### src/aneg_np_pkg.sv
// Package with offsets, field positions and reset values of the next-page registers.
package aneg_np_pkg;

	// Register offsets on the management register port.
	localparam logic [4:0] ANEG_EXP_OFFSET = 5'h06;
	localparam logic [4:0] ANEG_NPTX_OFFSET = 5'h07;
	localparam logic [4:0] ANEG_NPRX_OFFSET = 5'h08;

	// Reset values.
	localparam logic [15:0] ANEG_EXP_RESET = 16'h0004;
	localparam logic [15:0] ANEG_NPTX_RESET = 16'h2001;
	localparam logic [15:0] ANEG_NPRX_RESET = 16'h0000;

	// Expansion register field positions.
	localparam int ANEG_EXP_PD_FAULT_BIT = 4;
	localparam int ANEG_EXP_LP_NP_BIT = 3;
	localparam int ANEG_EXP_NP_ABLE_BIT = 2;
	localparam int ANEG_EXP_PAGE_RX_BIT = 1;
	localparam int ANEG_EXP_LP_AN_BIT = 0;

	// Next-page word field positions, shared by transmit and receive.
	localparam int ANEG_NP_NEXT_BIT = 15;
	localparam int ANEG_NP_MSG_BIT = 13;
	localparam int ANEG_NP_ACK2_BIT = 12;
	localparam int ANEG_NP_TOGGLE_BIT = 11;
	localparam int ANEG_NP_CODE_MSB = 10;

	// Bits of a next-page word that carry data; bit 14 is reserved.
	localparam logic [15:0] ANEG_NP_USED_MASK = 16'hBFFF;

	// Bits of the transmit register that software may write.
	localparam logic [15:0] ANEG_NPTX_WR_MASK = 16'hB7FF;

	// Local device always supports next-page exchange.
	localparam logic ANEG_LOCAL_NP_ABLE = 1'b1;

endpackage

### src/aneg_latch_flag.sv
// Status flag that is set by an event and cleared by a register read.
`timescale 1ns/1ps

module aneg_latch_flag (
	// Clock and reset.
	input  wire logic clock,
	input  wire logic rst_n,
	// Event and read-clear strobes.
	input  wire logic set_pulse,
	input  wire logic clear_pulse,
	// Latched flag.
	output logic      flag_out
);

	logic flag_reg;
	logic flag_next;

	// A set in the same cycle as the clearing read wins, so no event is lost.
	always_comb begin
		flag_next = flag_reg;
		if (clear_pulse) begin
			flag_next = 1'b0;
		end
		if (set_pulse) begin
			flag_next = 1'b1;
		end
	end

	// Register the flag.
	always_ff @(posedge clock) begin
		if (!rst_n) begin
			flag_reg <= 1'b0;
		end else begin
			flag_reg <= flag_next;
		end
	end

	assign flag_out = flag_reg;

endmodule

### src/aneg_np_regs.sv
// Auto-negotiation expansion and next-page register bank.
`timescale 1ns/1ps

// Summary of operation
// - Page-received and fault flags latch until read.
// - Report partner next-page ability, reset zero.
// - Local next-page able bit reads one.
// - Writable transmit acknowledge-two bit, reset zero.
// - Read-only transmit toggle, inverts each page.
// - Writable eleven-bit code sent unchanged.
// - Message-page bit selects message or unformatted.
// - Partner acknowledge-two bit shown read-only.
// - Partner page fields read-only, zero until received.
module aneg_np_regs
	import aneg_np_pkg::*;
(
	// Clock and reset.
	input  wire logic        clock,
	input  wire logic        rst_n,
	// Management register port.
	input  wire logic [4:0]  reg_addr,
	input  wire logic        reg_wr_en,
	input  wire logic [15:0] reg_wr_data,
	input  wire logic        reg_rd_en,
	output logic [15:0]      reg_rd_data,
	// Status from the arbitration logic.
	input  wire logic        an_page_rx_pulse,
	input  wire logic        an_pd_fault_pulse,
	input  wire logic        an_lp_np_able,
	input  wire logic        an_lp_an_able,
	input  wire logic        an_rx_page_valid,
	input  wire logic [15:0] an_rx_page,
	// Next page handed to the arbitration logic.
	input  wire logic        an_tx_page_taken,
	output logic [15:0]      np_tx_page,
	output logic             np_tx_pending,
	output logic             np_tx_is_message
);

	// Address match used by the read-clear decode and the write decode; the read data mux uses a case.
	function automatic logic hit(input logic [4:0] a, input logic [4:0] off);
		hit = (a == off);
	endfunction

	logic [15:0] tx_page_reg;
	logic [15:0] tx_page_next;
	logic [15:0] rx_page_reg;
	logic [15:0] rx_page_next;
	logic        lp_np_reg;
	logic        lp_np_next;
	logic        lp_an_reg;
	logic        lp_an_next;
	logic        pending_reg;
	logic        pending_next;
	logic        msg_reg;
	logic        msg_next;
	logic [15:0] rd_data_reg;
	logic [15:0] rd_data_next;
	logic        page_rx_flag;
	logic        pd_fault_flag;
	logic        exp_read;
	logic [15:0] exp_word;

	// Reading the expansion register clears its latched flags.
	assign exp_read = reg_rd_en && hit(reg_addr, ANEG_EXP_OFFSET);

	aneg_latch_flag u_page_rx_flag (
		.clock       (clock),
		.rst_n       (rst_n),
		.set_pulse   (an_page_rx_pulse),
		.clear_pulse (exp_read),
		.flag_out    (page_rx_flag)
	);

	aneg_latch_flag u_pd_fault_flag (
		.clock       (clock),
		.rst_n       (rst_n),
		.set_pulse   (an_pd_fault_pulse),
		.clear_pulse (exp_read),
		.flag_out    (pd_fault_flag)
	);

	// Assemble the expansion word; unlisted bits stay zero.
	always_comb begin
		exp_word = 16'h0000;
		exp_word[ANEG_EXP_PD_FAULT_BIT] = pd_fault_flag;
		exp_word[ANEG_EXP_LP_NP_BIT] = lp_np_reg;
		exp_word[ANEG_EXP_NP_ABLE_BIT] = ANEG_LOCAL_NP_ABLE;
		exp_word[ANEG_EXP_PAGE_RX_BIT] = page_rx_flag;
		exp_word[ANEG_EXP_LP_AN_BIT] = lp_an_reg;
	end

	// Partner status levels follow the arbitration logic every cycle.
	always_comb begin
		lp_np_next = an_lp_np_able;
		lp_an_next = an_lp_an_able;
		rx_page_next = rx_page_reg;
		if (an_rx_page_valid) begin
			// Reserved bit 14 is dropped so it always reads zero.
			rx_page_next = an_rx_page & ANEG_NP_USED_MASK;
		end
	end

	// Transmit page: software loads it, the toggle flips as each page goes.
	always_comb begin
		tx_page_next = tx_page_reg;
		pending_next = pending_reg;
		msg_next = msg_reg;
		if (an_tx_page_taken) begin
			tx_page_next[ANEG_NP_TOGGLE_BIT] = ~tx_page_reg[ANEG_NP_TOGGLE_BIT];
			pending_next = 1'b0;
		end
		if (reg_wr_en && hit(reg_addr, ANEG_NPTX_OFFSET)) begin
			// Toggle and reserved bits are not writable.
			tx_page_next = (reg_wr_data & ANEG_NPTX_WR_MASK)
				| (tx_page_next & ~ANEG_NPTX_WR_MASK);
			pending_next = 1'b1;
			msg_next = reg_wr_data[ANEG_NP_MSG_BIT];
		end
	end

	// Read data are captured at the read strobe, before the flags clear.
	always_comb begin
		rd_data_next = rd_data_reg;
		if (reg_rd_en) begin
			case (reg_addr)
				ANEG_EXP_OFFSET:  rd_data_next = exp_word;
				ANEG_NPTX_OFFSET: rd_data_next = tx_page_reg;
				ANEG_NPRX_OFFSET: rd_data_next = rx_page_reg;
				default:          rd_data_next = 16'h0000;
			endcase
		end
	end

	// Register all state.
	always_ff @(posedge clock) begin
		if (!rst_n) begin
			tx_page_reg <= ANEG_NPTX_RESET;
			rx_page_reg <= ANEG_NPRX_RESET;
			lp_np_reg <= 1'b0;
			lp_an_reg <= 1'b0;
			pending_reg <= 1'b0;
			msg_reg <= ANEG_NPTX_RESET[ANEG_NP_MSG_BIT];
			rd_data_reg <= 16'h0000;
		end else begin
			tx_page_reg <= tx_page_next;
			rx_page_reg <= rx_page_next;
			lp_np_reg <= lp_np_next;
			lp_an_reg <= lp_an_next;
			pending_reg <= pending_next;
			msg_reg <= msg_next;
			rd_data_reg <= rd_data_next;
		end
	end

	// The code field leaves unchanged; the arbiter reads the mode flag.
	assign np_tx_page = tx_page_reg;
	assign np_tx_pending = pending_reg;
	assign np_tx_is_message = msg_reg;
	assign reg_rd_data = rd_data_reg;

endmodule

### config.mk
export PLATFORM = sky130hd
export DESIGN_NAME = aneg_np_regs
export DESIGN_NICKNAME = d
export VERILOG_FILES = /design/src/aneg_np_pkg.sv /design/src/aneg_latch_flag.sv /design/src/aneg_np_regs.sv
export SDC_FILE = /design/constraint.sdc
export NUM_CORES = 1
export LEC_CHECK = 0
export BUFFER_PORTS_ARGS = -buffer_cell sky130_fd_sc_hd__buf_2
export CAP_MARGIN = 40
export CORE_MARGIN = 1
export CORE_UTILIZATION = 50
export CTS_BUF_LIST = sky130_fd_sc_hd__clkbuf_8
export DETAILED_ROUTE_END_ITERATION = 8
export PLACE_DENSITY = 0.77
export REMOVE_ABC_BUFFERS = 1
export SLEW_MARGIN = 30
export SYNTH_ARGS = -nofsm -noshare
export SYNTH_HDL_FRONTEND = slang
export SYNTH_SLANG_ARGS = --single-unit
### constraint.sdc
create_clock -name clock -period 1 [get_ports clock]
set_input_delay 0.05 -clock clock [delete_from_list [all_inputs] [get_ports clock]]
set_output_delay 0.05 -clock clock [all_outputs]
set_load 0.01 [all_outputs]
# Word-level counts from Yosys, hierarchy flattened
# Index checks and enable logic that the tools add are counted.
dict set report op_classes {
  mux 8
  n_reduce_logical 5
  n_eq_ne 3
  bitwise 2
}
# operator n
set op_table {}
lappend op_table {{case mux 16 bit (3 select lines)} 1}
lappend op_table {{OR 16 x 15 -> 16 bit} 1}
lappend op_table {{two-way mux 12 bit} 1}
lappend op_table {{== test 5 x 3 -> 1 bit (second input constant)} 2}
lappend op_table {{two-way mux 1 bit} 6}
lappend op_table {{nonzero test 2 bit} 3}
lappend op_table {{== test 5 x 4 -> 1 bit (second input constant)} 1}
lappend op_table {{logical AND 1 bit} 2}
lappend op_table {{inverter 1 bit} 1}
dict set report totals {
  inputBits 47
  out_inout_bits 34
  word_cells 28
  register_bits 53
}

# Longest topological paths before layout
dict set report depth {
  depth_word 4
  ltp_mapped 6
  mapped_depth_nobuf 4
}

# Modules after synthesis
# Synthesis repeated with hierarchy kept, for this count alone.
dict set report unflattened {
  cells_unflattened 219
  hier_area_um2 2073.2
}
# module seq_area_each_um2 cells_per_inst n_inst area_per_inst_um2
set modules_own_cells {}
lappend modules_own_cells {aneg_np_regs 980.9 213 1 1990.7}
lappend modules_own_cells {aneg_latch_flag 20.0 3 2 41.3}

# Worst setup path after synthesis
# No wires, ideal clock.
dict set report synth_timing {
  path_type {input to register}
  start {in reg_addr[1]}
  end {reg rd_data_reg[3], in the netlist reg_rd_data[3]}
  arrival_time_ns 0.893
  n_path_buf 2
  setup_time_ns 0.066
  cell_stages 6
  required_ns 0.934
  setup_slack_ns 0.041
  cell_sequence {nor4b_2 and2_1 buf_6 buf_12 a22oi_2 a21oi_2}
}
dict set report synth_between {
  elab_chain_len 2
  elab_cells_between_ends 4
  classes_between {eq/ne: 3; mux: 1}
}
# item line_no
set synth_lines {}
lappend synth_lines {{start, declared} aneg_np_regs.sv:21} ;# input wire logic [4:0] reg_addr,
lappend synth_lines {{== test 5 x 4 -> 1 bit or == test 5 x 3 -> 1 bit (tied branches)} aneg_np_regs.sv:126} ;# case (reg_addr)
lappend synth_lines {{case mux 16 bit (3 select lines) *} aneg_np_regs.sv:126}
lappend synth_lines {{end signal, assigned} aneg_np_regs.sv:152} ;# rd_data_reg <= rd_data_next;
lappend synth_lines {{end, declared} aneg_np_regs.sv:57} ;# logic [15:0] rd_data_reg;
# Every way passes the cells marked *; elsewhere a longest branch is shown, timed or not.
# A chain may end at the register's enable or synchronous reset.

==> results by group <==
Floorplanning
  – Die ar.: 4540 sq um
  – Total I/O pin count: 81
  – Starting density of the core: 0.527
  – Core area: 4060 sq um
  – Die height: 67.4 um
  – Rows: 23
  – Die Span X: 67.4 um

STA
  – Final clock skew: 3.61 ps
  – Final period utilization: 0.917
  – Slew Viols, Final: 0
  – Min Tclk post-route: 917 ps
  – Final Hold Vio Count: 0
  – Max Clk Rate: 1090 MHz
  – Final hold slack: 4.56 ps
  – Setup-failing EPs final: 0
  – Unrepaired setup endpoints after global routing: no

CTS
  – Clock transition at the registers of the reported paths: 90 ps
  – CTS buffer count: 5
  – Number of buffers added for setup after CTS: 0
  – Clk buf depth: 2
  – Post-CTS Hold Buffers: 24
  – CTS tree: built
  – Post-CTS sizing: 0
  – H-tree Lvls: 2
  – Sink Count: 51
  – Clock latency on the worst-skew pair: 300 ps
  – Clk root buf: clkbuf_8

Final layout
  – Largest register FFs: 16
  – Share of cells above drive strength 1: 0.382
  – P&R area growth vs syn: 39.8%
  – Filler cell count: 301
  – Fin nets: 369
  – Diodes inserted: 0

Pwr
  – Max VDD drop: 982 uV
  – Clock share of power: 0.353
  – Power density cells: 1310 nW/um^2
  – Internal power: 3050 uW
  – Comb pwr share: 0.105
  – Sequential share of power: 0.543
  – Switching share of power: 0.218
  – NetSw: 851 uW
  – Pwr Total: 3910 uW
  – Pleak: 0.00134 uW

Synthesis
  – Synth cell count leaders: 51 x dfxtp_1, 42 x nand2_1, 17 x nor2b_1
  – Post-synthesis async set-or-reset flop share: 0
  – Post-synthesis sequential area ratio: 0.478
  – Seq cells post-synth: 51
  – Yosys Warn Count: 0
  – Post-synth design cell area: 2140 sq um
  – Most numerous cell in the Yosys netlist: dfxtp_1
  – Post-synth EDFFs: 0
  – Cell variety after synth: 37
  – Main synth FF type: dfxtp_1
  – Yosys top cell area share: 0.478
  – Synth Instances: 213
  – Yosys top cell by area: dfxtp_1
  – Ranking of synthesized cells by area: dfxtp_1 48%, nand2_1 7.4%, mux2i_1 7.0%
  – Avg Synthesized Cell Area: 10.0 sq um

Worst setup path
  – Reg2reg end: reg_rd_data[0]
  – Worst path max stage delay: 410 ps
  – CP max FO: 4
  – CP Buf/Inv Count: 1
  – CP endpoint: np_tx_is_message
  – CP required: 950 ps
  – Critical-path cell with the highest stage delay: dfxtp_1
  – Crit path DAT: 870 ps
  – Worst Reg-to-Reg Cells: 3
  – Critical path depth in cells: 1
  – CP Launch Point: np_tx_page[13]
  – Startpoint class of the critical path: register
  – Cell Chain, Critical Path: buf_2
  – RR Startpoint: np_tx_page[0]
  – CP Class: register to output port
  – Delay-heaviest family, CP: flip-flops
  – CP endpoint kind: output port
  – R2R setup slack: 130 ps

Route
  – Mean routed wirelength per cell: 13.6 um
  – First-pass iteration count of the detailed router: 5
  – Via Count: 1846
  – Post-detailed-route count of antenna-violating nets: 0
  – Via/cell ratio: 4.96
  – Final WL: 5050 um
  – Initial drt markers: 70
  – Post-route DRC: 0

Flow run
  – Max-Cap Viols: 0

Hold path
  – Hold Path Origin: an_rx_page[5]
  – Hold Crit Class: input port to register

Global routing
  – Grt ovf: 0
  – Initial antenna violation count: 0
  – Largest net degree at the start of global routing: 25
  – Global-route wire length before repair: 7940 um
  – Vias in the first global route: 1736
  – Global Route Usage Sum: 0.241

Place
  – IO buf count: 76
  – Detailed Place HPWL: 3410 um
  – RePlAce Congestion: 0.749

Status
  – Status: finished, final reports clean
==> stage by stage <==
stage	setup TNS (ps)	instance area (sq um)	std cells	utilization	setup WS [ps]
detailed placement	-4920	2650	341	0.652	-220
global placement	-3600	2650	341	0.652	-175
global route	0	2990	372	0.736	20.0
floorplan	-2350	2020	197	-	-198
CTS	0	2990	372	0.736	76.9
finish	0	2990	372	0.736	83.1
==> area by class of cell <==
cell class              count  area (sq um)  area share
clock buffers               5          68.8      0.0230
flip-flops and latches     51          1020       0.342
well taps                  50          62.6      0.0209
clock inverters             2          33.8      0.0113
multi-input cells         145           992       0.332
repair buffers            118           806       0.270
inverters                   1          3.75     0.00126
==> power groups by stage <==
| stage | clock [uW] | combinational [uW] | sequential, uW |
|---|---|---|---|
| 6_report | 1380 | 409 | 2120 |
| 5_1_grt | 1490 | 450 | 2130 |
| 4_1_cts | 1400 | 407 | 2120 |
| 3_5_place_dp | 0 | 335 | 2170 |
| 3_3_place_gp | 0 | 331 | 2170 |
| 2_1_floorplan | 0 | 133 | 2160 |
==> cells by family (layout without fill, tap and decap cells) <==
group	after synthesis	after routing	synth area share
and+or+nand+nor	78	78	0.191
other	1	1	0.00175
DFF	51	51	0.478
xor gates and xnor gates	1	1	0.00410
AOI/OAI and AO/OA	50	50	0.197
muxes	15	15	0.0703
buffers and inverters	17	126	0.0580
==> how the worst min path moves through the flow <==
stage | end | slack [ps] | cells after the start
after global placement | lp_np_reg | 260 | 2
final | rx_page_reg[5] | 5 | 3
after detailed placement | lp_np_reg | 260 | 2
after CTS | rx_page_reg[5] | 0.8 | 3
after global routing | rx_page_reg[7] | 5 | 3
after floorplan | np_tx_page[0] | 120 | 1
==> layer usage <==
| layer | GRT usage | wire [um] | up-vias |
|---|---|---|---|
| li1 | - | - | 942 |
| met1 | 0.290 | 2220 | 847 |
| met2 | 0.421 | 2580 | 52 |
| met3 | 0.0625 | 196 | 5 |
| met4 | 0.0665 | 48 | 0 |
| met5 | 0 | 0 | - |
==> cell usage in the layout, fill, tap and decap left out, types with 2 or more instances in the layout <==
cell,count
buf_2,76
dfxtp_1,51
nand2_1,42
dlygate4sd3_1,24
nor2b_1,17
mux2i_1,15
buf_4,14
a22oi_2,9
a21boi_1,9
o21ai_2,8
and2_1,6
a21boi_0,6
clkbuf_8,5
o21ai_1,4
buf_12,4
o21ai_0,3
nand3_1,3
inv_1,2
a22oi_1,2
a222oi_1,2
nand2b_1,2
and3_1,2
o21a_1,2
Note: power is estimated with default switching activity, not from simulation.
